--- src/reset_cause_params.svh ---
// Constants for the reset source and cause logic
`ifndef RESET_CAUSE_PARAMS_SVH
`define RESET_CAUSE_PARAMS_SVH

// Key that must accompany a core reset request
`define APP_KEY_VAL        16'h05FA
`define APP_KEY_W          16
// Cause register bit positions
`define CAUSE_HW_DOG_BIT   0
`define CAUSE_ACT_FLT_BIT  1
`define CAUSE_DS_FLT_BIT   2
`define CAUSE_XTAL_BIT     3
`define CAUSE_SOFT_BIT     4
`define CAUSE_MCWDT_LSB    5
`define CAUSE_W            9
`define CAUSE_RST_VAL      9'h000
// Second cause register layout
`define CAUSE2_FREQ_LSB    16
`define CAUSE2_W           32
`define CAUSE2_RST_VAL     32'h0000_0000
`define FAST_CLK_NUM       16
`define MCWDT_NUM          4
`define TOKEN_W            8
`define HIB_DATA_W         32
// Cycles the system reset stays asserted after the last request drops
`define RST_STRETCH_CYC    4'h8

`endif

--- src/reset_cause_pkg.sv ---
// Types shared by the reset source and cause logic
package reset_cause_pkg;
  // Reset sequencing states
  typedef enum logic [1:0] {
    SEQ_HOLD,
    SEQ_STRETCH,
    SEQ_RUN
  } seq_state_e;

  // Power mode seen when a protection fault fires
  typedef enum logic [1:0] {
    MODE_ACTIVE,
    MODE_DEEPSLEEP,
    MODE_OTHER
  } power_mode_e;
endpackage : reset_cause_pkg

--- src/reset_cause_top.sv ---
// Reset source combiner with retained cause flags and hibernate data
`timescale 1ns/1ps
`include "reset_cause_params.svh"

module reset_cause_top
  import reset_cause_pkg::*;
#(
  // Number of fast clocks actually present
  parameter int FAST_CLK_IMPL = 16
) (
  input  wire logic                         clk_i,
  input  wire logic                         rst_n_i,
  input  wire logic                         external_reset_pin_n_i,
  input  wire logic                         digital_supply_good_i,
  input  wire logic                         brownout_reset_i,
  input  wire logic                         hw_watchdog_req_i,
  input  wire logic [`MCWDT_NUM-1:0]        mc_watchdog_req_i,
  input  wire logic                         small_core_ctl_wr_i,
  input  wire logic [`APP_KEY_W-1:0]        small_core_key_i,
  input  wire logic                         small_core_sysreq_i,
  input  wire logic                         main_core_ctl_wr_i,
  input  wire logic [`APP_KEY_W-1:0]        main_core_key_i,
  input  wire logic                         main_core_sysreq_i,
  input  wire logic                         prot_fault_req_i,
  input  reset_cause_pkg::power_mode_e      power_mode_i,
  input  wire logic                         xtal_sup_en_i,
  input  wire logic                         xtal_loss_req_i,
  input  wire logic [`FAST_CLK_NUM-1:0]     fast_loss_req_i,
  input  wire logic [`FAST_CLK_NUM-1:0]     fast_freq_req_i,
  input  wire logic                         hib_wakeup_req_i,
  input  wire logic                         cause_clr_wr_i,
  input  wire logic [`CAUSE_W-1:0]          cause_clr_i,
  input  wire logic                         cause2_clr_wr_i,
  input  wire logic [`CAUSE2_W-1:0]         cause2_clr_i,
  input  wire logic                         token_wr_i,
  input  wire logic [`TOKEN_W-1:0]          token_wdata_i,
  input  wire logic                         hib_data_wr_i,
  input  wire logic [`HIB_DATA_W-1:0]       hib_data_wdata_i,
  output logic                              sys_reset_n_o,
  output logic                              retention_lost_o,
  output logic [`CAUSE_W-1:0]               reset_cause_register_o,
  output logic [`CAUSE2_W-1:0]              reset_cause_second_o,
  output logic [`TOKEN_W-1:0]               hib_token_o,
  output logic [`HIB_DATA_W-1:0]            hibernate_retained_data_o
);

  // Pin and monitor synchronisers, first stage read only by second
  logic       pin_meta_r;
  logic       pin_sync_r;
  logic       pgood_meta_r;
  logic       pgood_sync_r;
  logic       brown_meta_r;
  logic       brown_sync_r;

  seq_state_e state_r;
  seq_state_e state_nxt;
  logic [3:0] stretch_r;
  logic [3:0] stretch_nxt;
  logic       sys_reset_n_nxt;

  logic [`CAUSE_W-1:0]  cause_set;
  logic [`CAUSE_W-1:0]  cause_clr;
  logic [`CAUSE_W-1:0]  cause_flags;
  logic [`CAUSE2_W-1:0] cause2_set;
  logic [`CAUSE2_W-1:0] cause2_clr;
  logic [`CAUSE2_W-1:0] cause2_flags;
  logic [`FAST_CLK_NUM-1:0] impl_mask;

  // Two flops on every asynchronous level; pin idles high
  always_ff @(posedge clk_i) begin
    if (!rst_n_i) begin
      pin_meta_r   <= 1'b1;
      pin_sync_r   <= 1'b1;
      pgood_meta_r <= 1'b0;
      pgood_sync_r <= 1'b0;
      brown_meta_r <= 1'b0;
      brown_sync_r <= 1'b0;
    end else begin
      pin_meta_r   <= external_reset_pin_n_i;
      pin_sync_r   <= pin_meta_r;
      pgood_meta_r <= digital_supply_good_i;
      pgood_sync_r <= pgood_meta_r;
      brown_meta_r <= brownout_reset_i;
      brown_sync_r <= brown_meta_r;
    end
  end

  // Retention-loss sources: pin, supply not yet good, brownout
  wire pin_active;
  wire por_active;
  wire ret_lost;
  assign pin_active  = ~pin_sync_r;
  assign por_active  = ~pgood_sync_r;
  assign ret_lost    = pin_active | por_active | brown_sync_r;

  // Core requests count only with the right key in the same write
  wire small_req;
  wire main_req;
  wire soft_req;
  assign small_req = small_core_ctl_wr_i & small_core_sysreq_i &
                     (small_core_key_i == `APP_KEY_VAL);
  assign main_req  = main_core_ctl_wr_i & main_core_sysreq_i &
                     (main_core_key_i == `APP_KEY_VAL);
  assign soft_req  = small_req | main_req;

  // Recordable sources, each pulse-captured as it asserts
  wire fault_req;
  wire xtal_req;
  wire dog_any;
  assign fault_req = prot_fault_req_i;
  assign xtal_req  = xtal_sup_en_i & xtal_loss_req_i;
  assign dog_any   = hw_watchdog_req_i | (|mc_watchdog_req_i);

  assign impl_mask = (FAST_CLK_IMPL >= `FAST_CLK_NUM) ? {`FAST_CLK_NUM{1'b1}}
                   : `FAST_CLK_NUM'((17'h1 << FAST_CLK_IMPL) - 17'h1);

  // Flag set vector; nothing for POR, brownout, pin or wakeup
  // Watchdog, fault, crystal and soft reset flags
  always_comb begin
    cause_set = `CAUSE_RST_VAL;
    cause_set[`CAUSE_HW_DOG_BIT] = hw_watchdog_req_i;
    cause_set[`CAUSE_ACT_FLT_BIT] = fault_req & (power_mode_i == MODE_ACTIVE);
    cause_set[`CAUSE_DS_FLT_BIT] = fault_req &
                                   (power_mode_i == MODE_DEEPSLEEP);
    cause_set[`CAUSE_XTAL_BIT] = xtal_req;
    cause_set[`CAUSE_SOFT_BIT] = soft_req;
    cause_set[`CAUSE_MCWDT_LSB +: `MCWDT_NUM] = mc_watchdog_req_i;
  end

  assign cause2_set = {fast_freq_req_i & impl_mask,
                       fast_loss_req_i & impl_mask};

  assign cause_clr  = cause_clr_wr_i  ? cause_clr_i  : `CAUSE_RST_VAL;
  assign cause2_clr = cause2_clr_wr_i ? cause2_clr_i : `CAUSE2_RST_VAL;

  sticky_flag #(.W(`CAUSE_W)) u_cause (
    .clk_i            (clk_i),
    .retention_lost_i (ret_lost),
    .set_i            (cause_set),
    .clr_i            (cause_clr),
    .flag_o           (cause_flags)
  );

  sticky_flag #(.W(`CAUSE2_W)) u_cause2 (
    .clk_i            (clk_i),
    .retention_lost_i (ret_lost),
    .set_i            (cause2_set),
    .clr_i            (cause2_clr),
    .flag_o           (cause2_flags)
  );

  // Any request that brings the system down
  wire any_req;
  wire hold_now;
  assign any_req = dog_any | soft_req | fault_req | xtal_req |
                   (|cause2_set) | hib_wakeup_req_i;
  assign hold_now = ret_lost | any_req;

  // Sequencer: hold, stretch a few cycles, then run
  // Stretch lets short requests still give a clean reset pulse
  always_comb begin
    state_nxt       = state_r;
    stretch_nxt     = stretch_r;
    sys_reset_n_nxt = 1'b0;
    case (state_r)
      SEQ_HOLD: begin
        if (!hold_now) begin
          state_nxt   = SEQ_STRETCH;
          stretch_nxt = `RST_STRETCH_CYC;
        end
      end
      SEQ_STRETCH: begin
        if (hold_now) begin
          state_nxt = SEQ_HOLD;
        end else if (stretch_r == 4'h1) begin
          state_nxt       = SEQ_RUN;
          sys_reset_n_nxt = 1'b1;
        end else begin
          stretch_nxt = stretch_r - 4'h1;
        end
      end
      SEQ_RUN: begin
        sys_reset_n_nxt = 1'b1;
        if (hold_now) begin
          state_nxt       = SEQ_HOLD;
          sys_reset_n_nxt = 1'b0;
        end
      end
      default: begin
        state_nxt = SEQ_HOLD;
      end
    endcase
  end

  // Block's own reset is power-on of this logic only
  always_ff @(posedge clk_i) begin
    if (!rst_n_i) begin
      state_r       <= SEQ_HOLD;
      stretch_r     <= 4'h0;
      sys_reset_n_o <= 1'b0;
    end else begin
      state_r       <= state_nxt;
      stretch_r     <= stretch_nxt;
      sys_reset_n_o <= sys_reset_n_nxt;
    end
  end

  // Registered copies of cause flags and retention status
  always_ff @(posedge clk_i) begin
    if (!rst_n_i) begin
      retention_lost_o       <= 1'b1;
      reset_cause_register_o <= `CAUSE_RST_VAL;
      reset_cause_second_o   <= `CAUSE2_RST_VAL;
    end else begin
      retention_lost_o       <= ret_lost;
      reset_cause_register_o <= cause_flags;
      reset_cause_second_o   <= cause2_flags;
    end
  end

  // Token survives wakeup and system reset; retained data survives wakeup but pin reset clears it
  // Token retained
  // No backup-domain reset output exists here
  always_ff @(posedge clk_i) begin
    if (!rst_n_i || por_active || brown_sync_r) begin
      hib_token_o               <= 8'h00;
      hibernate_retained_data_o <= 32'h0000_0000;
    end else begin
      if (pin_active) begin
        hibernate_retained_data_o <= 32'h0000_0000;
      end else if (hib_data_wr_i) begin
        hibernate_retained_data_o <= hib_data_wdata_i;
      end
      if (token_wr_i && !pin_active) begin
        hib_token_o <= token_wdata_i;
      end
    end
  end

endmodule : reset_cause_top

--- src/sticky_flag.sv ---
// Sticky cause flag with set priority and write-one clear
`timescale 1ns/1ps
module sticky_flag #(
  parameter int W = 1
) (
  input  wire logic         clk_i,
  input  wire logic         retention_lost_i,
  input  wire logic [W-1:0] set_i,
  input  wire logic [W-1:0] clr_i,
  output logic      [W-1:0] flag_o
);
  logic [W-1:0] flag_nxt;

  // Set wins over a clear in the same cycle; only retention loss wipes
  assign flag_nxt = (flag_o & ~clr_i) | set_i;

  // Kept through ordinary system resets on purpose
  always_ff @(posedge clk_i) begin
    if (retention_lost_i) begin
      flag_o <= '0;
    end else begin
      flag_o <= flag_nxt;
    end
  end
endmodule : sticky_flag

--- config.mk ---
export PLATFORM = sky130hd
export DESIGN_NAME = reset_cause_top
export DESIGN_NICKNAME = d
export VERILOG_FILES = /design/src/reset_cause_pkg.sv /design/src/reset_cause_top.sv /design/src/sticky_flag.sv
export VERILOG_INCLUDE_DIRS = /design/src
export SDC_FILE = /design/constraint.sdc
export NUM_CORES = 1
export LEC_CHECK = 0
export BUFFER_PORTS_ARGS = -buffer_cell sky130_fd_sc_hd__buf_4
export CAP_MARGIN = 20
export CELL_PAD_IN_SITES_DETAIL_PLACEMENT = 1
export CELL_PAD_IN_SITES_GLOBAL_PLACEMENT = 2
export CORE_UTILIZATION = 28
export DETAILED_ROUTE_END_ITERATION = 16
export GPL_TIMING_DRIVEN = 0
export PLACE_DENSITY_LB_ADDON = 0.12
export SLEW_MARGIN = 20
export SYNTH_ARGS = -nofsm -noshare
export SYNTH_HDL_FRONTEND = slang
export SYNTH_HIERARCHICAL = 1
export SYNTH_SLANG_ARGS = --single-unit
export TNS_END_PERCENT = 5
--- constraint.sdc ---
create_clock -name clk_i -period 5.55 [get_ports clk_i]
set_input_delay 0.555 -clock clk_i [delete_from_list [all_inputs] [get_ports clk_i]]
set_output_delay 0.555 -clock clk_i [all_outputs]
set_load 0.05 [all_outputs]
# Word-level counts from Yosys, hierarchy flattened
# Cells that the tools add are included.
[word_totals]
word_cells = 80
latchBits = 0
ff_bits = 136
input_bits = 169
output_inout_bits = 83
mem_bits_rw = 0
memories = 0
romBits = 0
[classes]
n_reduce_logical = 12
shifts = 0
order_cmp = 0
n_div = 0
mux = 15
n_eq_ne = 11
n_mul = 0
bitwise = 25
n_addsub = 1
[op_table]
columns = ["op", "n"]
rows = [
  ["$and A32 B32 Y32", 1],
  ["$eq A16 B11 Y1 const B", 2],
  ["$mux W32", 1],
  ["$not A32 Y32", 1],
  ["$or A32 B32 Y32", 1],
  ["$reduce_or A32 Y1", 1],
  ["$mux W4", 3],
  ["$or A1 B1 Y1", 10],
  ["$and A9 B9 Y9", 1],
  ["$mux W9", 1],
  ["$not A9 Y9", 1],
  ["$or A9 B9 Y9", 1],
  ["$mux W2", 4],
  ["$ne A2 B2 Y1 const B", 4],
  ["$pmux W4 S2", 1],
  ["$and A1 B1 Y1", 7],
  ["$pmux W2 S3", 1],
  ["$eq A2 B1 Y1 const B", 2],
  ["$eq A4 B1 Y1 const B", 1],
  ["$logic_not A2 Y1", 2],
  ["$reduce_and A4 Y1", 1],
  ["$reduce_or A4 Y1", 1],
  ["$sub A4 B1 Y4 const B", 1],
  ["$mux W1", 3],
  ["other kinds (10)", 12],
]

# Longest topological paths before layout
[depth]
word_depth = 11
mapped_depth = 8
depth_no_buf = 7

# Cells and area by module
# The synthesis kept the hierarchy.
[by_module_without_submodules]
columns = ["module", "area_each_um2", "seq_area_each_um2", "cells_each", "n_inst"]
rows = [
  ["reset_cause_top", 3729.8, 1901.8, 375, 1],
  ["sticky_flag at u_cause2", 1154.9, 640.6, 131, 1],
  ["sticky_flag at u_cause", 427.9, 180.2, 37, 1],
]

# Worst setup path before layout
# OpenSTA, ideal clock, no wires.
[synth_timing]
kind = "input to register"
startpoint = "in fast_freq_req_i[5]"
endpoint = "reg stretch_r[1]"
path_buffers = 1
path_slack_ns = 3.281
path_stages = 6
setup_time_ns = 0.070
t_required_ns = 5.480
t_arrival_ns = 2.199
cell_sequence = "nor4_2 -> nand4_2 -> or4_1 -> buf_2 -> or4_1 -> a21boi_1"
[synth_between]
elab_chain_len = 6
word_cells_on_any_way = 7
classes_between = "2 x eq/ne; 3 x bitwise; 2 x reduce/logical"
[synth_lines]
columns = ["element", "line", "rtl"]
rows = [
  ["start: declaration", "reset_cause_top.sv:29", "input wire logic [`FAST_CLK_NUM-1:0] fast_freq_req_i,"],
  ["$reduce_or A32 Y1 (*)", "reset_cause_top.sv:156", "(|cause2_set) | hib_wakeup_req_i;"],
  ["$or A1 B1 Y1 (*)", "reset_cause_top.sv:155", "assign any_req = dog_any | soft_req | fault_req | xtal_req |"],
  ["$or A1 B1 Y1 (*)", "reset_cause_top.sv:156", ""],
  ["$or A1 B1 Y1 (*)", "reset_cause_top.sv:157", "assign hold_now = ret_lost | any_req;"],
  ["$ne A2 B2 Y1 (no source line)", "-", ""],
  ["$reduce_and A4 Y1 (no source line) (*)", "-", ""],
  ["end signal: assignment", "reset_cause_top.sv:203", "stretch_r <= stretch_nxt;"],
  ["end: declaration", "reset_cause_top.sv:57", "logic [3:0] stretch_r;"],
]
# Every way passes the cells marked *; elsewhere a longest branch is shown, timed or not.
# A chain may end at the register's enable or synchronous reset.

# Worst setup path after layout
[layout_timing]
startpoint = "reg pin_sync_r"
endpoint = "reg stretch_r[1]"
[layout_between]
elab_chain_len = 6
word_cells_on_any_way = 7
classes_between = "2 x eq/ne; 4 x bitwise; 1 x reduce/logical"
[layout_lines]
columns = ["element", "line", "rtl"]
rows = [
  ["start: declaration", "reset_cause_top.sv:49", "logic pin_sync_r;"],
  ["start signal: assignment", "reset_cause_top.sv:80", "pin_sync_r <= pin_meta_r;"],
  ["$not A1 Y1 (no source line) (*)", "-", ""],
  ["$or A1 B1 Y1 (*) (2 in a row)", "reset_cause_top.sv:94", "assign ret_lost = pin_active | por_active | brown_sync_r;"],
  ["$or A1 B1 Y1 (*)", "reset_cause_top.sv:157", ""],
  ["$ne A2 B2 Y1 (no source line)", "-", ""],
  ["$reduce_and A4 Y1 (no source line) (*)", "-", ""],
]
# Marks and branches as above.

==> impl_metrics.env <==
export IMPL_outcome="complete, no violations"
export IMPL_setup_violations=0
export IMPL_crit_type="reg2reg"
export IMPL_cts_buffers=17
export IMPL_core_area_um2=18600
export IMPL_cp_common_cell="or4_1"
export IMPL_synth_edff_count=0
export IMPL_arrival_ns=2.60
export IMPL_hold_violations=0
export IMPL_gp_congestion=0.782
export IMPL_htree_levels=4
export IMPL_ctsResizeCount=0
export IMPL_synthFlopType="dfxtp_1"
export IMPL_syn2layout_area_growth_pct=53.0
export IMPL_yosysSeqAreaShare_pct=51.2
export IMPL_synth_cells=543
export IMPL_ir_drop_mv=0.197
export IMPL_path_cells="buf_6 > and3b_4 > nand4_2 > or4_1 > buf_2 > or4_1 > a21boi_1"
export IMPL_final_cell_mix="buf_4 (250), dfxtp_1 (136), and2_1 (86), inv_1 (47), a21oi_1 (42)"
export IMPL_grt_overflow=0
export IMPL_cts_reportedPaths_clkPinSlew_ns=0.06
export IMPL_yosysTopAreaCell="dfxtp_1"
export IMPL_antenna_found_initial=0
export IMPL_fin_nets=985
export IMPL_worstHoldPathType="in2reg"
export IMPL_period_minus_slack_ns=2.25
export IMPL_synth_top_area_share_pct=51.2
export IMPL_cts_setup_buffers=0
export IMPL_relSlewSlack_pct=50.0
export IMPL_crit_path_start_kind="register"
export IMPL_drcViolationCount=0
export IMPL_postSynthAreaPerCell_um2=9.78
export IMPL_final_common_cell="buf_4"
export IMPL_grt_start_max_net_pins=17
export IMPL_wl_um=16000
export IMPL_worst_path_max_fanout=10
export IMPL_maxCapViolations=0
export IMPL_ys_warn_count=6
export IMPL_period_share_pct=40.5
export IMPL_worst_slew_pin_slew_ns=0.750
export IMPL_cts_tree="yes"
export IMPL_dieWidth_um=140
export IMPL_fin_hold_ws_ns=0.333
export IMPL_yosys_top_cells_area="dfxtp_1 (51%), and2_1 (10%), mux2i_1 (6.2%)"
export IMPL_ys_types=49
export IMPL_path_buf_inv=2
export IMPL_grt_pass1_vias=4844
export IMPL_skew_ns=0.0111
export IMPL_crit_family="simple AND/OR/NAND/NOR gates"
export IMPL_fmax_mhz=444
export IMPL_port_buffers=249
export IMPL_rsz0062_at_grt="false"
export IMPL_syn_num_nets=717
export IMPL_die_h_um=140
export IMPL_worstSetupEndpointType="register"
export IMPL_drtIter0Drc=126
export IMPL_routed_via_count=4608
export IMPL_leakagePower_nw=3.71
export IMPL_vias_per_cell=4.36
export IMPL_place_inst=1026
export IMPL_syn_area_um2=5310
export IMPL_grt_first_pass_wirelength_um=25400
export IMPL_utilization_pct=43.6
export IMPL_clockBufferDepth=2
export IMPL_cp_required_ns=5.90
export IMPL_power_total_w=0.00247
export IMPL_wire_per_inst_um=15.1
export IMPL_dr_pass1_iters=4
export IMPL_dp_hpwl_um=12800
export IMPL_cts_root_buf="clkbuf_16"
export IMPL_ant_nets=0
export IMPL_clock_sinks=136
export IMPL_power_density_nw_per_um2=304
export IMPL_pin_count=252
export IMPL_slowest_stage="or4_1"
export IMPL_fin_cells=1057
export IMPL_dieArea_um2=19500
export IMPL_max_stage_delay_ns=0.54
export IMPL_grt_use_total_pct=16.9
export IMPL_cts_hold_buf=0
export IMPL_setup_tns_ns=0
export IMPL_insertion_delay_ns=0.42
export IMPL_initial_core_util_pct=28.5
export IMPL_rows=50
export IMPL_synth_seq_cells=136
export IMPL_final_max_slew_viol_count=0
export IMPL_async_flop_share_pct=0
export IMPL_diodes=0
export IMPL_drive_gt1_share_pct=38.4
[cell type report]
type                    count  area (um2)
repair buffers            249        1870
well taps                 234         293
clock buffers              18         439
fillers                  2179       10500
plain buffers              24         140
multi-input cells         335        2240
clock inverters            13         215
inverters                  48         206
flip-flops and latches    136        2720
[stage by stage]
step                area [um2]  worst slack [ns]
detailed placement        7470              2.86
global route              8130              3.18
CTS                       8130              3.28
global placement          7470              2.86
finish                    8130              3.30
floorplan                 5310              3.28
[sequential cells by signal, summed over array words and instances (netlist names), 2 cells and up]
register and flops:
reset_cause_register_o 9, hibernate_retained_data_o 32, u_cause2/flag_o 32, stretch_r 4, state_r 2, hib_token_o 8, reset_cause_second_o 32, u_cause/flag_o 9
[Yosys cell counts, drive strengths merged, types with 2 or more instances]
cell type  number
dfxtp         136
and2           87
a21oi          51
inv            47
nand2b         44
nor2           35
mux2i          33
nand2          18
clkbuf         13
nor4           13
buf            11
nand3           8
ha              5
a21boi          4
nand4           3
nor3            3
o21ai           3
and3b           2
nand4b          2
nand4bb         2
nor3b           2
nor4b           2
o31ai           2
or4             2
[where the power goes]
part / leakage, nW / total [W] / switching, W / internal (W)
clock: 0.318 / 0.00125 / 0.000433 / 0.000813
sequential: 1.10 / 0.00100 / 0.00000718 / 0.000993
combinational: 2.30 / 0.000223 / 0.0000972 / 0.000126
total: 3.71 / 0.00247 / 0.000538 / 0.00193
[path summary, 6_finish.rpt]
| check | from | cells after the start | slack [ns] | to |
|---|---|---|---|---|
| max | pin_sync_r | 7 | 3.30 | stretch_r[1] |
| min reg2reg | pin_meta_r | 1 | 0.41 | pin_sync_r |
| max reg2reg | pin_sync_r | 7 | 3.30 | stretch_r[1] |
| min | external_reset_pin_n_i | 2 | 0.33 | pin_meta_r |
[logic make-up after synthesis]
group / Yosys count / synth area share [%]
multiplexers: 33 / 6.22
flip-flops: 136 / 51.2
buffers and inverters: 72 / 6.52
adder cells (fa/ha/maj): 5 / 1.18
AO/OA/AOI/OAI: 68 / 7.91
AND/OR/NAND/NOR: 229 / 26.9
[metal layers]
metal / global-route usage, % / routed length, um
met3: 5.85 / 1280
met5: 0 / 0
met2: 28.2 / 7750
met1: 19.7 / 6700
met4: 6.94 / 264
No activity file was read; power rests on OpenSTA's default activity.
